$ cat src/pkg/arpm_pkg.sv
// arpm_pkg: constants and carrier types for the receiver pin-function mux
// assumes a single core_clk domain at 200 MHz and synchronous straps
package arpm_pkg;

    // ----------------------------------------------------------------
    // control modes
    // ----------------------------------------------------------------
    typedef enum logic [1:0] {
        ARPM_MODE_PAR,
        ARPM_MODE_SER4,
        ARPM_MODE_I2C
    } arpm_mode_t;

    // ----------------------------------------------------------------
    // master clock ratios and rate threshold
    // ----------------------------------------------------------------
    localparam logic [1:0] ARPM_RATIO_64    = 2'h0;
    localparam logic [1:0] ARPM_RATIO_128   = 2'h1;
    localparam logic [1:0] ARPM_RATIO_256   = 2'h2;
    localparam logic [1:0] ARPM_RATIO_512   = 2'h3;
    localparam int         ARPM_CLK_MHZ     = 200;
    localparam int         ARPM_I2C_MAX_KHZ = 400;
    localparam int         ARPM_HR_LO_KHZ   = 54;
    localparam int         ARPM_HR_HI_KHZ   = 64;
    localparam logic [0:0] ARPM_HRD_RST     = 1'h0;
    localparam logic [1:0] ARPM_DIV_RST     = 2'h0;
    localparam int         ARPM_NUM_RX      = 6;
    localparam int         ARPM_PAR_RX      = 2;
    localparam int         ARPM_DIVW        = 9;

    // ----------------------------------------------------------------
    // carriers
    // ----------------------------------------------------------------
    typedef struct packed {
        logic pin27;
        logic pin28;
        logic pin29_i;
        logic pin30_i;
    } arpm_hpin_in_t;

    typedef struct packed {
        logic pin29_o;
        logic pin29_oe;
        logic pin30_o;
        logic pin30_oe;
    } arpm_hpin_out_t;

    typedef struct packed {
        logic       chip_sel_n;
        logic       ctrl_clk;
        logic       ctrl_din;
        logic       scl;
        logic       sda_i;
        logic [1:0] dev_addr;
        logic [1:0] out_clk_sel;
        logic [1:0] mclk_mode;
    } arpm_hfun_t;

endpackage

$ cat src/rtl/arpm_mclk_div.sv
// arpm_mclk_div: derives one master clock from a 512fs base tick
// assumes base_512fs toggles at 512fs synchronous to core_clk
`timescale 1ns/10ps
`default_nettype none
module arpm_mclk_div (
    input  wire logic         core_clk,
    input  wire logic         srst,
    input  wire logic         base_512fs,
    input  wire logic [1:0]   ratio,
    output logic              mclk
);
    import arpm_pkg::*;

    logic [2:0] cnt_q;
    logic       base_d1_q;

    // count base rising edges; bit taps divide by 2,4,8
    always_ff @(posedge core_clk) begin
        if (srst) begin
            cnt_q     <= 3'h0;
            base_d1_q <= 1'h0;
        end else begin
            base_d1_q <= base_512fs;
            if (base_512fs && !base_d1_q) begin
                cnt_q <= cnt_q + 3'h1;
            end
        end
    end

    // ratio tap selection
    always_ff @(posedge core_clk) begin
        if (srst) begin
            mclk <= 1'h0;
        end else begin
            unique case (ratio)
                ARPM_RATIO_512: mclk <= base_512fs;
                ARPM_RATIO_256: mclk <= cnt_q[0];
                ARPM_RATIO_128: mclk <= cnt_q[1];
                ARPM_RATIO_64:  mclk <= cnt_q[2];
            endcase
        end
    end
endmodule
`default_nettype wire

$ cat src/rtl/arpm_pin_mux.sv
// arpm_pin_mux: strap decode and pin-function routing for the audio receiver
// assumes core signals and straps are synchronous to core_clk
`timescale 1ns/10ps
`default_nettype none
// How it works
// - power_down_n low holds every register in reset, registered outputs quiet.
// - parallel_serial_strap low gives serial control, high gives parallel.
// - in serial control, i2c strap low picks 4-wire, high picks I2C.
// - 4-wire mode maps host pins to chip select, clock, data in, data out.
// - I2C mode maps host pins to SCL, bidirectional SDA, two address straps.
// - irq_out_b carries interrupt 1, or user bits, or channel-status bits.
// - mclk_out_b carries master clock 2 or block start per bit_output_ctrl.
// - two master clocks, each selectable 64, 128, 256 or 512 fs.
// - parallel mode with the 24.576 MHz crystal high_rate_detect low at 54 kHz or less, high at 64.
// - shared pin gives validity in parallel mode, through data in serial.
// - format selects in parallel mode, receiver inputs 2 to 4 in serial.
// - input channel select in parallel mode, receiver input in serial.
// - parallel mode host pins act as output clock and mclk mode straps.
// - serial mode picks one of six receivers; one through output exists.
// - parallel mode offers two receivers, serial mode six.
module arpm_pin_mux (
    input  wire logic                     core_clk,
    input  wire logic                     srst,
    input  wire logic                     power_down_n,
    input  wire logic                     parallel_serial_strap,
    input  wire logic                     i2c_sel_strap,
    input  wire arpm_pkg::arpm_hpin_in_t  host_pin_in,
    output arpm_pkg::arpm_hpin_out_t      host_pin_out,
    output arpm_pkg::arpm_hfun_t          host_fun,
    output arpm_pkg::arpm_mode_t          ctrl_mode,
    input  wire logic                     host_ctrl_dout,
    input  wire logic                     sda_o_low,
    input  wire logic                     rx_in_1,
    input  wire logic                     pin12_in,
    input  wire logic                     pin13_in,
    input  wire logic                     pin14_in,
    input  wire logic                     rx_in_5,
    input  wire logic                     pin16_in,
    input  wire logic [2:0]               ser_rx_sel,
    output logic                          rx_selected,
    output logic [2:0]                    fmt_sel,
    output logic                          input_chan_sel,
    input  wire logic                     bit_output_ctrl,
    input  wire logic                     user_chstat_select,
    input  wire logic                     irq0_core,
    input  wire logic                     irq1_core,
    input  wire logic                     user_bit,
    input  wire logic                     chstat_bit,
    input  wire logic                     block_start,
    input  wire logic                     base_512fs,
    input  wire logic [1:0]               ser_ratio_a,
    input  wire logic [1:0]               ser_ratio_b,
    input  wire logic                     validity_flag,
    input  wire logic                     through_data,
    input  wire logic                     crystal_is_24m576,
    input  wire logic [8:0]               fs_khz,
    output logic                          irq_out_a,
    output logic                          irq_out_b,
    output logic                          mclk_out_a,
    output logic                          mclk_out_b,
    output logic                          validity_tx_out,
    output logic                          high_rate_detect,
    output logic                          high_rate_oe
);
    import arpm_pkg::*;

    // ----------------------------------------------------------------
    // reset and mode decode
    // ----------------------------------------------------------------
    logic       rst_all;
    logic       is_par;
    logic [1:0] ratio_a;
    logic [1:0] ratio_b;
    logic       mclk_a_raw;
    logic       mclk_b_raw;

    // power-down acts as a reset on top of srst
    assign rst_all = srst | ~power_down_n;

    function automatic arpm_mode_t decode_mode(input logic ps, input logic i2c);
        if (ps) begin
            decode_mode = ARPM_MODE_PAR;
        end else if (i2c) begin
            decode_mode = ARPM_MODE_I2C;
        end else begin
            decode_mode = ARPM_MODE_SER4;
        end
    endfunction

    assign ctrl_mode = rst_all ? ARPM_MODE_PAR
                     : decode_mode(parallel_serial_strap, i2c_sel_strap);
    assign is_par    = (ctrl_mode == ARPM_MODE_PAR);

    // ----------------------------------------------------------------
    // host pin routing
    // ----------------------------------------------------------------
    // each mode gives the four shared host pins their own meaning
    always_comb begin
        host_fun                = '0;
        host_fun.chip_sel_n     = 1'h1;
        host_pin_out            = '0;
        unique case (ctrl_mode)
            ARPM_MODE_SER4: begin
                host_fun.chip_sel_n   = host_pin_in.pin27;
                host_fun.ctrl_clk     = host_pin_in.pin28;
                host_fun.ctrl_din     = host_pin_in.pin29_i;
                host_pin_out.pin30_o  = host_ctrl_dout;
                host_pin_out.pin30_oe = 1'h1;
            end
            ARPM_MODE_I2C: begin
                host_fun.dev_addr     = {host_pin_in.pin30_i, host_pin_in.pin27};
                host_fun.scl          = host_pin_in.pin28;
                host_fun.sda_i        = host_pin_in.pin29_i;
                host_pin_out.pin29_o  = 1'h0;                 // open drain
                host_pin_out.pin29_oe = sda_o_low;
            end
            ARPM_MODE_PAR: begin
                host_fun.out_clk_sel  = {host_pin_in.pin28, host_pin_in.pin27};
                host_fun.mclk_mode    = {host_pin_in.pin29_i, host_pin_in.pin30_i};
            end
            default: begin
                host_fun.chip_sel_n   = 1'h1;
            end
        endcase
    end

    // ----------------------------------------------------------------
    // receiver and format pins
    // ----------------------------------------------------------------
    // parallel: pins 12-14 are format, pin 16 is channel select
    assign fmt_sel        = is_par ? {pin14_in, pin13_in, pin12_in} : 3'h0;
    assign input_chan_sel = is_par ? pin16_in : 1'h0;

    // receiver selection, six in serial, two in parallel
    always_ff @(posedge core_clk) begin
        if (rst_all) begin
            rx_selected <= 1'h0;
        end else if (is_par) begin
            rx_selected <= pin16_in ? rx_in_5 : rx_in_1;
        end else begin
            unique case (ser_rx_sel)
                3'h0:    rx_selected <= rx_in_1;
                3'h1:    rx_selected <= pin12_in;
                3'h2:    rx_selected <= pin13_in;
                3'h3:    rx_selected <= pin14_in;
                3'h4:    rx_selected <= rx_in_5;
                3'h5:    rx_selected <= pin16_in;
                default: rx_selected <= 1'h0;
            endcase
        end
    end

    // ----------------------------------------------------------------
    // master clocks
    // ----------------------------------------------------------------
    // parallel straps choose both ratios; serial uses control bits
    assign ratio_a = is_par ? host_fun.mclk_mode : ser_ratio_a;
    assign ratio_b = is_par ? host_fun.mclk_mode : ser_ratio_b;

    arpm_mclk_div u_div_a (
        .core_clk   (core_clk),
        .srst       (rst_all),
        .base_512fs (base_512fs),
        .ratio      (ratio_a),
        .mclk       (mclk_a_raw)
    );

    arpm_mclk_div u_div_b (
        .core_clk   (core_clk),
        .srst       (rst_all),
        .base_512fs (base_512fs),
        .ratio      (ratio_b),
        .mclk       (mclk_b_raw)
    );

    // ----------------------------------------------------------------
    // output pin functions
    // ----------------------------------------------------------------
    // each output but high_rate_oe registered; bit_output_ctrl switches irq_out_b and mclk_out_b together
    always_ff @(posedge core_clk) begin
        if (rst_all) begin
            irq_out_a <= 1'h0;
            irq_out_b <= 1'h0;
        end else begin
            irq_out_a <= irq0_core;
            if (!bit_output_ctrl) begin
                irq_out_b <= irq1_core;
            end else begin
                irq_out_b <= user_chstat_select ? chstat_bit : user_bit;
            end
        end
    end

    always_ff @(posedge core_clk) begin
        if (rst_all) begin
            mclk_out_a <= 1'h0;
            mclk_out_b <= 1'h0;
        end else begin
            mclk_out_a <= mclk_a_raw;
            mclk_out_b <= bit_output_ctrl ? block_start : mclk_b_raw;
        end
    end

    always_ff @(posedge core_clk) begin
        if (rst_all) begin
            validity_tx_out <= 1'h0;
        end else begin
            validity_tx_out <= is_par ? validity_flag : through_data;
        end
    end

    // rate detect holds between thresholds; only with the 24.576 MHz crystal
    always_ff @(posedge core_clk) begin
        if (rst_all) begin
            high_rate_detect <= ARPM_HRD_RST;
        end else if (is_par && crystal_is_24m576) begin
            if (fs_khz <= 9'(ARPM_HR_LO_KHZ)) begin
                high_rate_detect <= 1'h0;
            end else if (fs_khz >= 9'(ARPM_HR_HI_KHZ)) begin
                high_rate_detect <= 1'h1;
            end
        end else begin
            high_rate_detect <= 1'h0;
        end
    end

    // pin 19 drives only in parallel mode, else it is the i2c strap input
    assign high_rate_oe = is_par;
endmodule
`default_nettype wire

$ cat config.mk
export PLATFORM = sky130hd
export DESIGN_NAME = arpm_pin_mux
export DESIGN_NICKNAME = d
export VERILOG_FILES = /design/src/pkg/arpm_pkg.sv /design/src/rtl/arpm_mclk_div.sv /design/src/rtl/arpm_pin_mux.sv
export SDC_FILE = /design/constraint.sdc
export NUM_CORES = 1
export LEC_CHECK = 0
export BUFFER_PORTS_ARGS = -buffer_cell sky130_fd_sc_hd__clkbuf_2
export CORE_MARGIN = 3
export CORE_UTILIZATION = 35
export DETAILED_ROUTE_END_ITERATION = 8
export HOLD_SLACK_MARGIN = 0.03
export PLACE_DENSITY_LB_ADDON = 0.2
export REMOVE_ABC_BUFFERS = 1
export SLEW_MARGIN = 5
export SYNTH_ARGS = -nofsm -noshare
export SYNTH_HDL_FRONTEND = slang
export SYNTH_SLANG_ARGS = --single-unit
$ cat constraint.sdc
create_clock -name core_clk -period 2.3 [get_ports core_clk]
set_clock_uncertainty 0.1 [all_clocks]
set_input_delay 0.345 -clock core_clk [delete_from_list [all_inputs] [get_ports core_clk]]
set_output_delay 0.345 -clock core_clk [all_outputs]
set_load 0.05 [all_outputs]
# After elaboration in Yosys (flattened, before gate mapping)
# Index checks and enable logic that the tools add are counted.
# totals
in_bits	44
word_cells	62
register_bits	16
output_inout_bits	29
# classes
n_reduce_logical	8
bitwise	3
n_mux	22
addsub	2
n_eq_ne	13
magnitude_cmp	2
# ops
cell	count
2-to-1 mux 2 bit	7
== test 2 bit (second input constant)	5
>= comparator 9 x 7 -> 1 bit (second input constant)	1
<= comparator 9 x 6 -> 1 bit (second input constant)	1
2-to-1 mux 1 bit	9
2-to-1 mux 4 bit	2
one-hot mux 1 bit (4 select lines)	2
adder 3 x 1 -> 3 bit (second input constant)	2
== test 2 x 1 -> 1 bit (second input constant)	3
== test 3 x 2 -> 1 bit (second input constant)	2
== test 3 bit (second input constant)	2
zero test 2 bit	3
one-hot mux 1 bit (6 select lines)	1
== test 3 x 1 -> 1 bit (second input constant)	1
zero test 3 bit	1
2-to-1 mux 3 bit	1
OR reduction 3 bit	1
logical AND 1 bit	2
inverter 1 bit	2
zero test 1 bit	1
OR 1 bit	1

# Depth between registers and ports, before layout
# Gate-level depths: netlist (run 1).
# logic_depth
depth_word	8
mapped_depth	5
depth_no_buf	5

# Hierarchy
# From an unflattened synthesis (run 1), not the netlist that was laid out.
# unflattened
cells_unflattened	94
hier_area_um2	977.2
# by_module_without_submodules
mod	n_inst	area_per_inst_um2	seq_area_each_um2	cells_each
arpm_pin_mux	1	559.3	140.1	60
arpm_mclk_div	2	209.0	100.1	17

# Least setup slack after synthesis (run 1)
# Ideal clock, no wire load.
# synth_timing
kind	input -> output
start	input port parallel_serial_strap
end	output port host_fun[8] (netlist name)
required_ns	1.855
arrival_ns	1.921
slack_ns	-0.066
cell_stages	4
path_buffers	0
path_cell_list	nor3b_4 > inv_2 > nor2_1 > and2_1
# synth_rtl
item	line	source
start, declared	arpm_pin_mux.sv:25	input wire logic parallel_serial_strap,
end, declared	arpm_pin_mux.sv:29	output arpm_pkg::arpm_hfun_t host_fun,

==> results of run 1 <==
==> critical path: stages <==
cell      delay (ps)
clkbuf_2         160
nor3b_4          240
inv_2            120
nor2_1           190
and2_1           150
clkbuf_2         270
==> synth_stat cells <==
master	instances	share of area, %
nand2_1	2	0.80
clkbuf_1	3	1.2
conb_1	1	0.40
a2bb2oi_1	2	1.9
dfxtp_1	16	34
o221a_2	2	2.4
inv_1	1	0.40
a31oi_1	1	0.67
mux2i_1	9	9.6
nand3_1	1	0.53
inv_2	1	0.40
buf_4	2	1.6
mux2_1	2	2.4
mux4_2	1	2.4
xor2_1	1	0.93
nor2_1	12	4.8
and4_1	1	0.93
nor3b_4	1	2.0
nor2b_1	3	2.0
o311ai_1	2	1.9
o21ai_0	1	0.53
and2_1	15	10
o31ai_1	2	1.6
ha_1	2	2.7
and3_1	8	5.3
nor3_1	1	0.53
a211oi_1	3	2.4
xnor2_1	3	2.8
nand2b_1	3	2.0
or3_1	1	0.67
==> kinds of logic (layout without fill, tap and decap cells) <==
family / after synthesis / count (layout)
AO/OA/AOI/OAI: 13 / 13
AND/OR/NAND/NOR: 48 / 48
other: 1 / 1
XOR/XNOR: 4 / 4
adder cells (fa/ha/maj): 2 / 2
flip-flops: 16 / 16
multiplexers: 12 / 12
buffers and inverters: 7 / 78
==> metrics by stage <==
stage | instance area [µm²] | setup WS, ps
finish | 1340 | 361
global route | 1340 | 222
CTS | 1340 | 351
detailed placement | 1320 | 352
global placement | 1320 | 437
floorplan | 911 | -433
==> final timing paths <==
path                                       startpoint               end  slack, ps  depth (start not counted)
worst max-delay path            parallel_serial_strap   host_pin_out[1]        360                          6
worst min register to register           u_div_a.mclk        mclk_out_a        340                          1
worst min-delay path                        irq0_core         irq_out_a        160                          2
worst max register to register      u_div_a.base_d1_q  u_div_a.cnt_q[2]        940                          4
==> layout make-up <==
type | count | area (µm²)
Sequential cell | 16 | 320
Clock buffer | 3 | 22.5
Tap cell | 30 | 37.5
Timing Repair Buffer | 73 | 370
Multi-Input combinational cell | 80 | 583
Fill cell | 249 | 1180
Inverter | 2 | 7.51
==> metal layers <==
layer	wire, µm	vias up	part of all wire (%)
met5	0	-	0
met2	1260	36	53
met4	0	0	0
met3	179	0	7.5
li1	-	508	-
met1	937	437	39
==> power by group <==
group	internal, mW	switching, mW	total [mW]
logic	0.0729	0.126	0.199
clock network	0.0607	0.0780	0.139
registers	0.285	0.00395	0.289
==> impl_metrics.csv, run 1 <==
group,metric,value,unit
worst_setup_path,crit_arrival,1490,ps
synthesis,syn_avg_cell_area,9.10,µm²
clock_tree,ctsLongestPathBuffers,2,
clock_tree,insertion_delay,280,ps
timing,rsz0062_at_grt,"no",
synthesis,seq_area_frac_synth,34.2,%
floorplan,die-area,3330,µm²
global_routing,grt_util_all_layers,14.5,%
route,vias_per_cell,4.81,
clock_tree,cts-root-buf,"clkbuf_4",
global_routing,grt_pass1_vias,891,
worst_setup_path,crit_type,"primary input to output pin",
synthesis,yosys_warnings,0,
timing,maxSlewViolCount,0,
final_layout,diodes,0,
worst_setup_path,critPathRequiredTime,1860,ps
global_routing,gr-max-usage-layer,"met2",
worst_setup_path,path_max_fanout,14,
synthesis,synthSimpleGateAreaFrac,29.6,%
clock_tree,post_cts_resize_count,0,
clock_tree,post_cts_buffers,0,
synthesis,synthAdderAreaFrac,2.67,%
clock_tree,htree_num_levels,1,
synthesis,synth.distinct_cells,30,
final_layout,layout.nets,222,
final_layout,syn_to_final_growth,43.1,%
timing,period_needed,1940,ps
timing,worst_slew_pin_slew,553,ps
timing,period_share,84.3,%
route,wire_per_inst,11.6,µm
clock_tree,clock_sinks,16,
worst_setup_path,critPathLaunchType,"primary input",
synthesis,synth_top_family_by_area,"simple AND/OR/NAND/NOR gates",
timing,fmax,516,MHz
global_routing,grtUsageMet1,15.7,%
synthesis,synth-xor-area-share,3.74,%
clock_tree,cts_made_buffers,3,
global_routing,antenna_found_initial,0,
final_layout,mostFrequentLayoutCells,"clkbuf_2, dfxtp_1, and2_1",
route,drc,0,
power_and_ir_drop,powerDensity,467,nW/µm²
final_layout,instances_no_fill,204,
power_and_ir_drop,power,0.627,mW
flow_run,drv_cap,0,
synthesis,synthMuxAreaShare,14.4,%
final_layout,drive_gt1_share,46.6,%
worst_hold_path,holdCritPathClass,"primary input to flop",
route,ant_nets,0,
timing,max_slew_margin,63.1,%
worst_setup_path,end_kind,"output pin",
floorplan,initial_core_util,37.2,%
route,dr.pass1.iters,4,
power_and_ir_drop,p_leak,0.721,nW
final_layout,reg_top3,"u_div_a.cnt_q: 3 flops, u_div_b.cnt_q: 3 flops",
outcome,run_status,"complete, no violations",
synthesis,postSynthCellCount,103,
floorplan,core_area,2520,µm²
route,wl,2.37,mm
placement,io_buffers,71,
final_layout,final_common_cell,"clkbuf_2",
global_routing,use_met3,4.90,%
global_routing,grt-ovfl-total,0,
timing,hold_ws,165,ps
power_and_ir_drop,vdd_drop_max,0.360,mV
floorplan,pin_count,73,
clock_tree,cts_tree,"yes",
final_layout,fin_util,53.2,%
placement,place_inst,201,
clock_tree,path_clk_slew,80,ps
placement,gp_congestion,0.701,
timing,finalHoldViolCount,0,
floorplan,die_width,57.7,µm
route,drt_iter0_markers,13,
route,via_count,981,
timing,setup_viol,0,
synthesis,syn_area,937,µm²
floorplan,rows,18,
synthesis,synth-compound-area-share,11.3,%
global_routing,grt_pass1_wl,3.85,mm
global_routing,grt_max_degree,15,
placement,hpwl,2.05,mm
timing,tns,0,ps
global_routing,met2_usage,27.7,%
clock_tree,holdBufCountCts,0,
floorplan,dieHeight,57.7,µm
synthesis,ys_seq_elements,16,
Note: power is estimated with default switching activity, not from simulation.
==> run 2, diff against run 1 <==
clock period = 1.6 ns   (was 2.3 ns; I/O delays follow)
==> impl_metrics.csv, run 2 (synthesis gave the netlist of run 1 again) <==
group,metric,value,unit
placement,hpwl,2.27,mm
clock_tree,holdBufCountCts,0,
power_and_ir_drop,p_leak,0.759,nW
power_and_ir_drop,vdd_drop_max,0.669,mV
final_layout,fin_util,57.0,%
placement,io_buffers,71,
final_layout,final_common_cell,"clkbuf_2",
route,drc,0,
worst_setup_path,crit_start,"parallel_serial_strap",
power_and_ir_drop,power,0.929,mW
worst_setup_path,path_max_fanout,9,
clock_tree,cts_tree,"yes",
final_layout,syn_to_final_growth,53.5,%
timing,final.setup.worst_slack,53.9,ps
clock_tree,clock_sinks,16,
floorplan,rows,18,
floorplan,initial_core_util,37.2,%
timing,setup_viol,0,
global_routing,antenna_found_initial,0,
final_layout,instances_no_fill,210,
global_routing,grt_pass1_wl,4.40,mm
worst_setup_path,end_kind,"output pin",
worst_hold_path,holdCritPathClass,"primary input to flop",
worst_setup_path,crit_arrival,1210,ps
route,wl,2.71,mm
clock_tree,cts-root-buf,"clkbuf_4",
outcome,run_status,"complete, no violations",
final_layout,layout.nets,228,
placement,gp_congestion,0.743,
placement,place_inst,207,
power_and_ir_drop,powerDensity,646,nW/µm²
worst_hold_path,hold_path.startpoint,"irq0_core",
global_routing,grt_util_all_layers,16.5,%
clock_tree,insertion_delay,280,ps
floorplan,core_area,2520,µm²
worst_setup_path,critPathLaunchType,"primary input",
floorplan,pin_count,73,
clock_tree,cts_made_buffers,3,
route,vias_per_cell,4.91,
clock_tree,path_clk_slew,90,ps
timing,maxSlewViolCount,0,
placement,pre_cts_slack,-24.7,ps
clock_tree,htree_num_levels,1,
route,dr.pass1.iters,4,
floorplan,dieHeight,57.7,µm
timing,period_share,96.6,%
global_routing,grt-ovfl-total,0,
worst_setup_path,critPathRequiredTime,1260,ps
final_layout,mostFrequentLayoutCells,"clkbuf_2, dfxtp_1, and2_1",
timing,tns,0,ps
floorplan,die_width,57.7,µm
global_routing,grt_pass1_vias,1048,
clock_tree,post_cts_buffers,0,
timing,fmax,647,MHz
worst_setup_path,crit_type,"primary input to output pin",
final_layout,stdcell_area,1440,µm²
clock_tree,ctsLongestPathBuffers,2,
timing,hold_ws,58.6,ps
worst_setup_path,r2r_start,"u_div_a.base_d1_q",
flow_run,drv_cap,0,
route,drt_iter0_markers,5,
placement,postPlaceCellArea,1390,µm²
floorplan,die-area,3330,µm²
timing,period_needed,1550,ps
route,wire_per_inst,12.9,µm
final_layout,drive_gt1_share,48.9,%
route,ant_nets,0,
final_layout,diodes,0,
final_layout,reg_top3,"u_div_a.cnt_q: 3 flops, u_div_b.cnt_q: 3 flops",
timing,finalHoldViolCount,0,
global_routing,grt_max_degree,14,
route,via_count,1032,
## run 2: changes by cell type in the layout (fill, tap and decap cells not counted), sizes merged
cell,before,now
buf,2,16
clkbuf,74,66
## run 2: per-layer routing
layer	global-route usage [%]	part of all wire, %
met5	0	0
met4	0.993	0
met1	16.6	36
met3	5.12	7.5
met2	33.9	56
## run 2: path summary, 6_finish.rpt
| check | endpoint | slack, ps | cells after the start |
|---|---|---|---|
| max | fmt_sel[0] | 50 | 6 |
| min | irq_out_a | 60 | 2 |
| max reg2reg | u_div_a.cnt_q[2] | 490 | 5 |
| min reg2reg | mclk_out_a | 350 | 1 |
## run 2: worst max-delay path, cell delays in order
cell and delay (ps):
clkbuf_2 120, nor3b_4 220, inv_2 100, buf_4 150, and2_1 140, clkbuf_2 230
## run 2: report_power, final
group,switching [mW],internal [mW]
sequential,0.00583,0.410
clock,0.119,0.0873
combinational,0.188,0.118
## run 2: timing repair
item | in CTS | in global routing
pin swaps | 0 | 0
gates cloned | 0 | 0
endpoints found under the setup margin | 3 | 9
gates resized for setup | 3 | 17
hold endpoints to repair | 0 | 0
## run 2: cell type report
class                           count  area [µm²]
Clock buffer                        3        22.5
Fill cell                         252        1080
Inverter                            2        7.51
Multi-Input combinational cell     80         586
Sequential cell                    16         320
Tap cell                           30        37.5
Timing Repair Buffer               79         465
==> run 3, diff against run 2 <==
PLACE_DENSITY_LB_ADDON = 0.1   (was 0.2)
==> impl_metrics.csv, run 3 (synthesis gave the netlist of run 1 again) <==
group,metric,value,unit
final_layout,instances_no_fill,210,
power_and_ir_drop,powerDensity,641,nW/µm²
final_layout,stdcell_area,1420,µm²
placement,io_buffers,71,
final_layout,fill_cells,252,
worst_setup_path,rrSetupSlack,520,ps
placement,hpwl,2.10,mm
route,ant_nets,0,
worst_setup_path,crit_type,"primary input to output pin",
route,drc,0,
timing,finalHoldViolCount,0,
timing,rsz0062_at_grt,"no",
global_routing,antenna_found_initial,0,
timing,fmax,648,MHz
route,via_count,1004,
power_and_ir_drop,swShare,32.7,%
floorplan,die-area,3330,µm²
timing,period_needed,1540,ps
final_layout,final_common_cell,"clkbuf_2",
worst_setup_path,r2r_start,"u_div_a.base_d1_q",
route,drt_iter0_markers,8,
floorplan,pin_count,73,
floorplan,initial_core_util,37.2,%
floorplan,core_area,2520,µm²
final_layout,drive_gt1_share,48.9,%
route,wire_per_inst,11.8,µm
power_and_ir_drop,vdd_drop_max,0.591,mV
worst_setup_path,cp_slowest_cell,"nor3b_4",
timing,period_share,96.4,%
final_layout,reg_top3,"u_div_a.cnt_q: 3 flops, u_div_b.cnt_q: 3 flops",
clock_tree,ctsLongestPathBuffers,2,
floorplan,dieHeight,57.7,µm
worst_setup_path,critPathRequiredTime,1260,ps
flow_run,drv_cap,0,
worst_hold_path,hold_path.startpoint,"irq0_core",
placement,postPlaceCellArea,1360,µm²
clock_tree,cts_made_buffers,3,
route,dr.pass1.iters,4,
floorplan,die_width,57.7,µm
timing,setup_viol,0,
worst_hold_path,holdPathEnd,"irq_out_a",
clock_tree,cts_tree,"yes",
worst_setup_path,crit_arrival,1200,ps
floorplan,rows,18,
power_and_ir_drop,p_comb_share,32.9,%
global_routing,grt_pass1_vias,941,
final_layout,fin_util,56.4,%
clock_tree,path_clk_slew,80,ps
route,wl,2.49,mm
power_and_ir_drop,power.share.sequential,45.6,%
power_and_ir_drop,p_leak,0.754,nW
worst_hold_path,holdCritPathClass,"primary input to flop",
placement,gp_congestion,0.797,
route,vias_per_cell,4.78,
final_layout,mostFrequentLayoutCells,"clkbuf_2, dfxtp_1, and2_1",
power_and_ir_drop,p_sw,0.298,mW
final_layout,diodes,0,
global_routing,grt_max_degree,14,
final_layout,layout.nets,228,
clock_tree,clock_sinks,16,
worst_setup_path,ff2ff_path_depth,5,
power_and_ir_drop,power,0.912,mW
worst_setup_path,end_kind,"output pin",
power_and_ir_drop,p_int,0.614,mW
outcome,run_status,"complete, no violations",
placement,place_inst,205,
clock_tree,cts-root-buf,"clkbuf_4",
clock_tree,holdBufCountCts,0,
clock_tree,insertion_delay,270,ps
final_layout,syn_to_final_growth,51.9,%
timing,tns,0,ps
worst_setup_path,critPathLaunchType,"primary input",
clock_tree,htree_num_levels,1,
global_routing,grt-ovfl-total,0,
power_and_ir_drop,clockPowerShare,21.5,%
global_routing,grt_pass1_wl,3.84,mm
worst_hold_path,min_path_cells,2,
worst_setup_path,r2r_end,"u_div_a.cnt_q[2]",
timing,maxSlewViolCount,0,
worst_setup_path,crit_chain,"clkbuf_2, nor3b_4, inv_2, buf_4, and2_1, buf_2",
global_routing,grt_util_all_layers,14.4,%
worst_setup_path,path_max_fanout,8,
worst_setup_path,critPathMaxStageDelay,220,ps
==> run 3: changes by cell type in the layout (fill, tap and decap cells not counted), sizes merged <==
cell    change
clkbuf      -1
buf         +1
==> run 3: worst max path at each step <==
stage,slack (ps),startpoint,end,cells after the start
finish,60,parallel_serial_strap,fmt_sel[1],6
global route,9,parallel_serial_strap,ctrl_mode[1],5
CTS,20,parallel_serial_strap,host_pin_out[1],6
detailed placement,-30,parallel_serial_strap,host_pin_out[1],6
global placement,-10,parallel_serial_strap,u_div_b.mclk,5
floorplan,-920,parallel_serial_strap,host_fun[8],4
==> run 3: power by group through the flow <==
| stage | clock [mW] | sequential [mW] | combinational (mW) |
|---|---|---|---|
| after detailed placement | 0 | 0.425 | 0.297 |
| after CTS | 0.208 | 0.416 | 0.298 |
| final | 0.196 | 0.416 | 0.300 |
| after global placement | 0 | 0.425 | 0.294 |
| after floorplan | 0 | 0.447 | 0.157 |
| after global routing | 0.231 | 0.418 | 0.321 |
==> run 3: what timing repair did <==
| action | in CTS | in global routing |
|---|---|---|
| endpoints found under the setup margin | 3 | 13 |
| cloned | 0 | 0 |
| setup buffers | 0 | 2 |
| resized for setup | 3 | 19 |
==> run 3: routing by layer <==
layer  up-vias  global-route usage [%]  routed length [µm]
li1        516                       -                   -
met1       454                    15.1                 996
met2        32                    26.9                1290
met3         2                    5.79                 192
met4         0                    2.65                   8
met5         -                       0                   0
==> run 3: critical path: cells and delay by family <==
kind / cells / cell delay (ps)
buffers and inverters: 4 / 590
AND/OR/NAND/NOR: 2 / 370
==> run 3: stage by stage <==
stage          setup slack [ps]  hold slack [ps]
6_report                   56.9             67.4
5_1_grt                    8.69             54.9
4_1_cts                    20.1             62.3
3_5_place_dp              -26.0              319
3_3_place_gp              -13.4              311
2_1_floorplan              -923              236
==> run 3: final cells by class <==
cell class | instances | area [µm²] | share of cell area, %
well taps | 30 | 37.5 | 2.64
inverters | 2 | 7.51 | 0.527
flip-flops and latches | 16 | 320 | 22.5
multi-input cells | 80 | 586 | 41.1
repair buffers | 79 | 450 | 31.6
clock buffers | 3 | 22.5 | 1.58
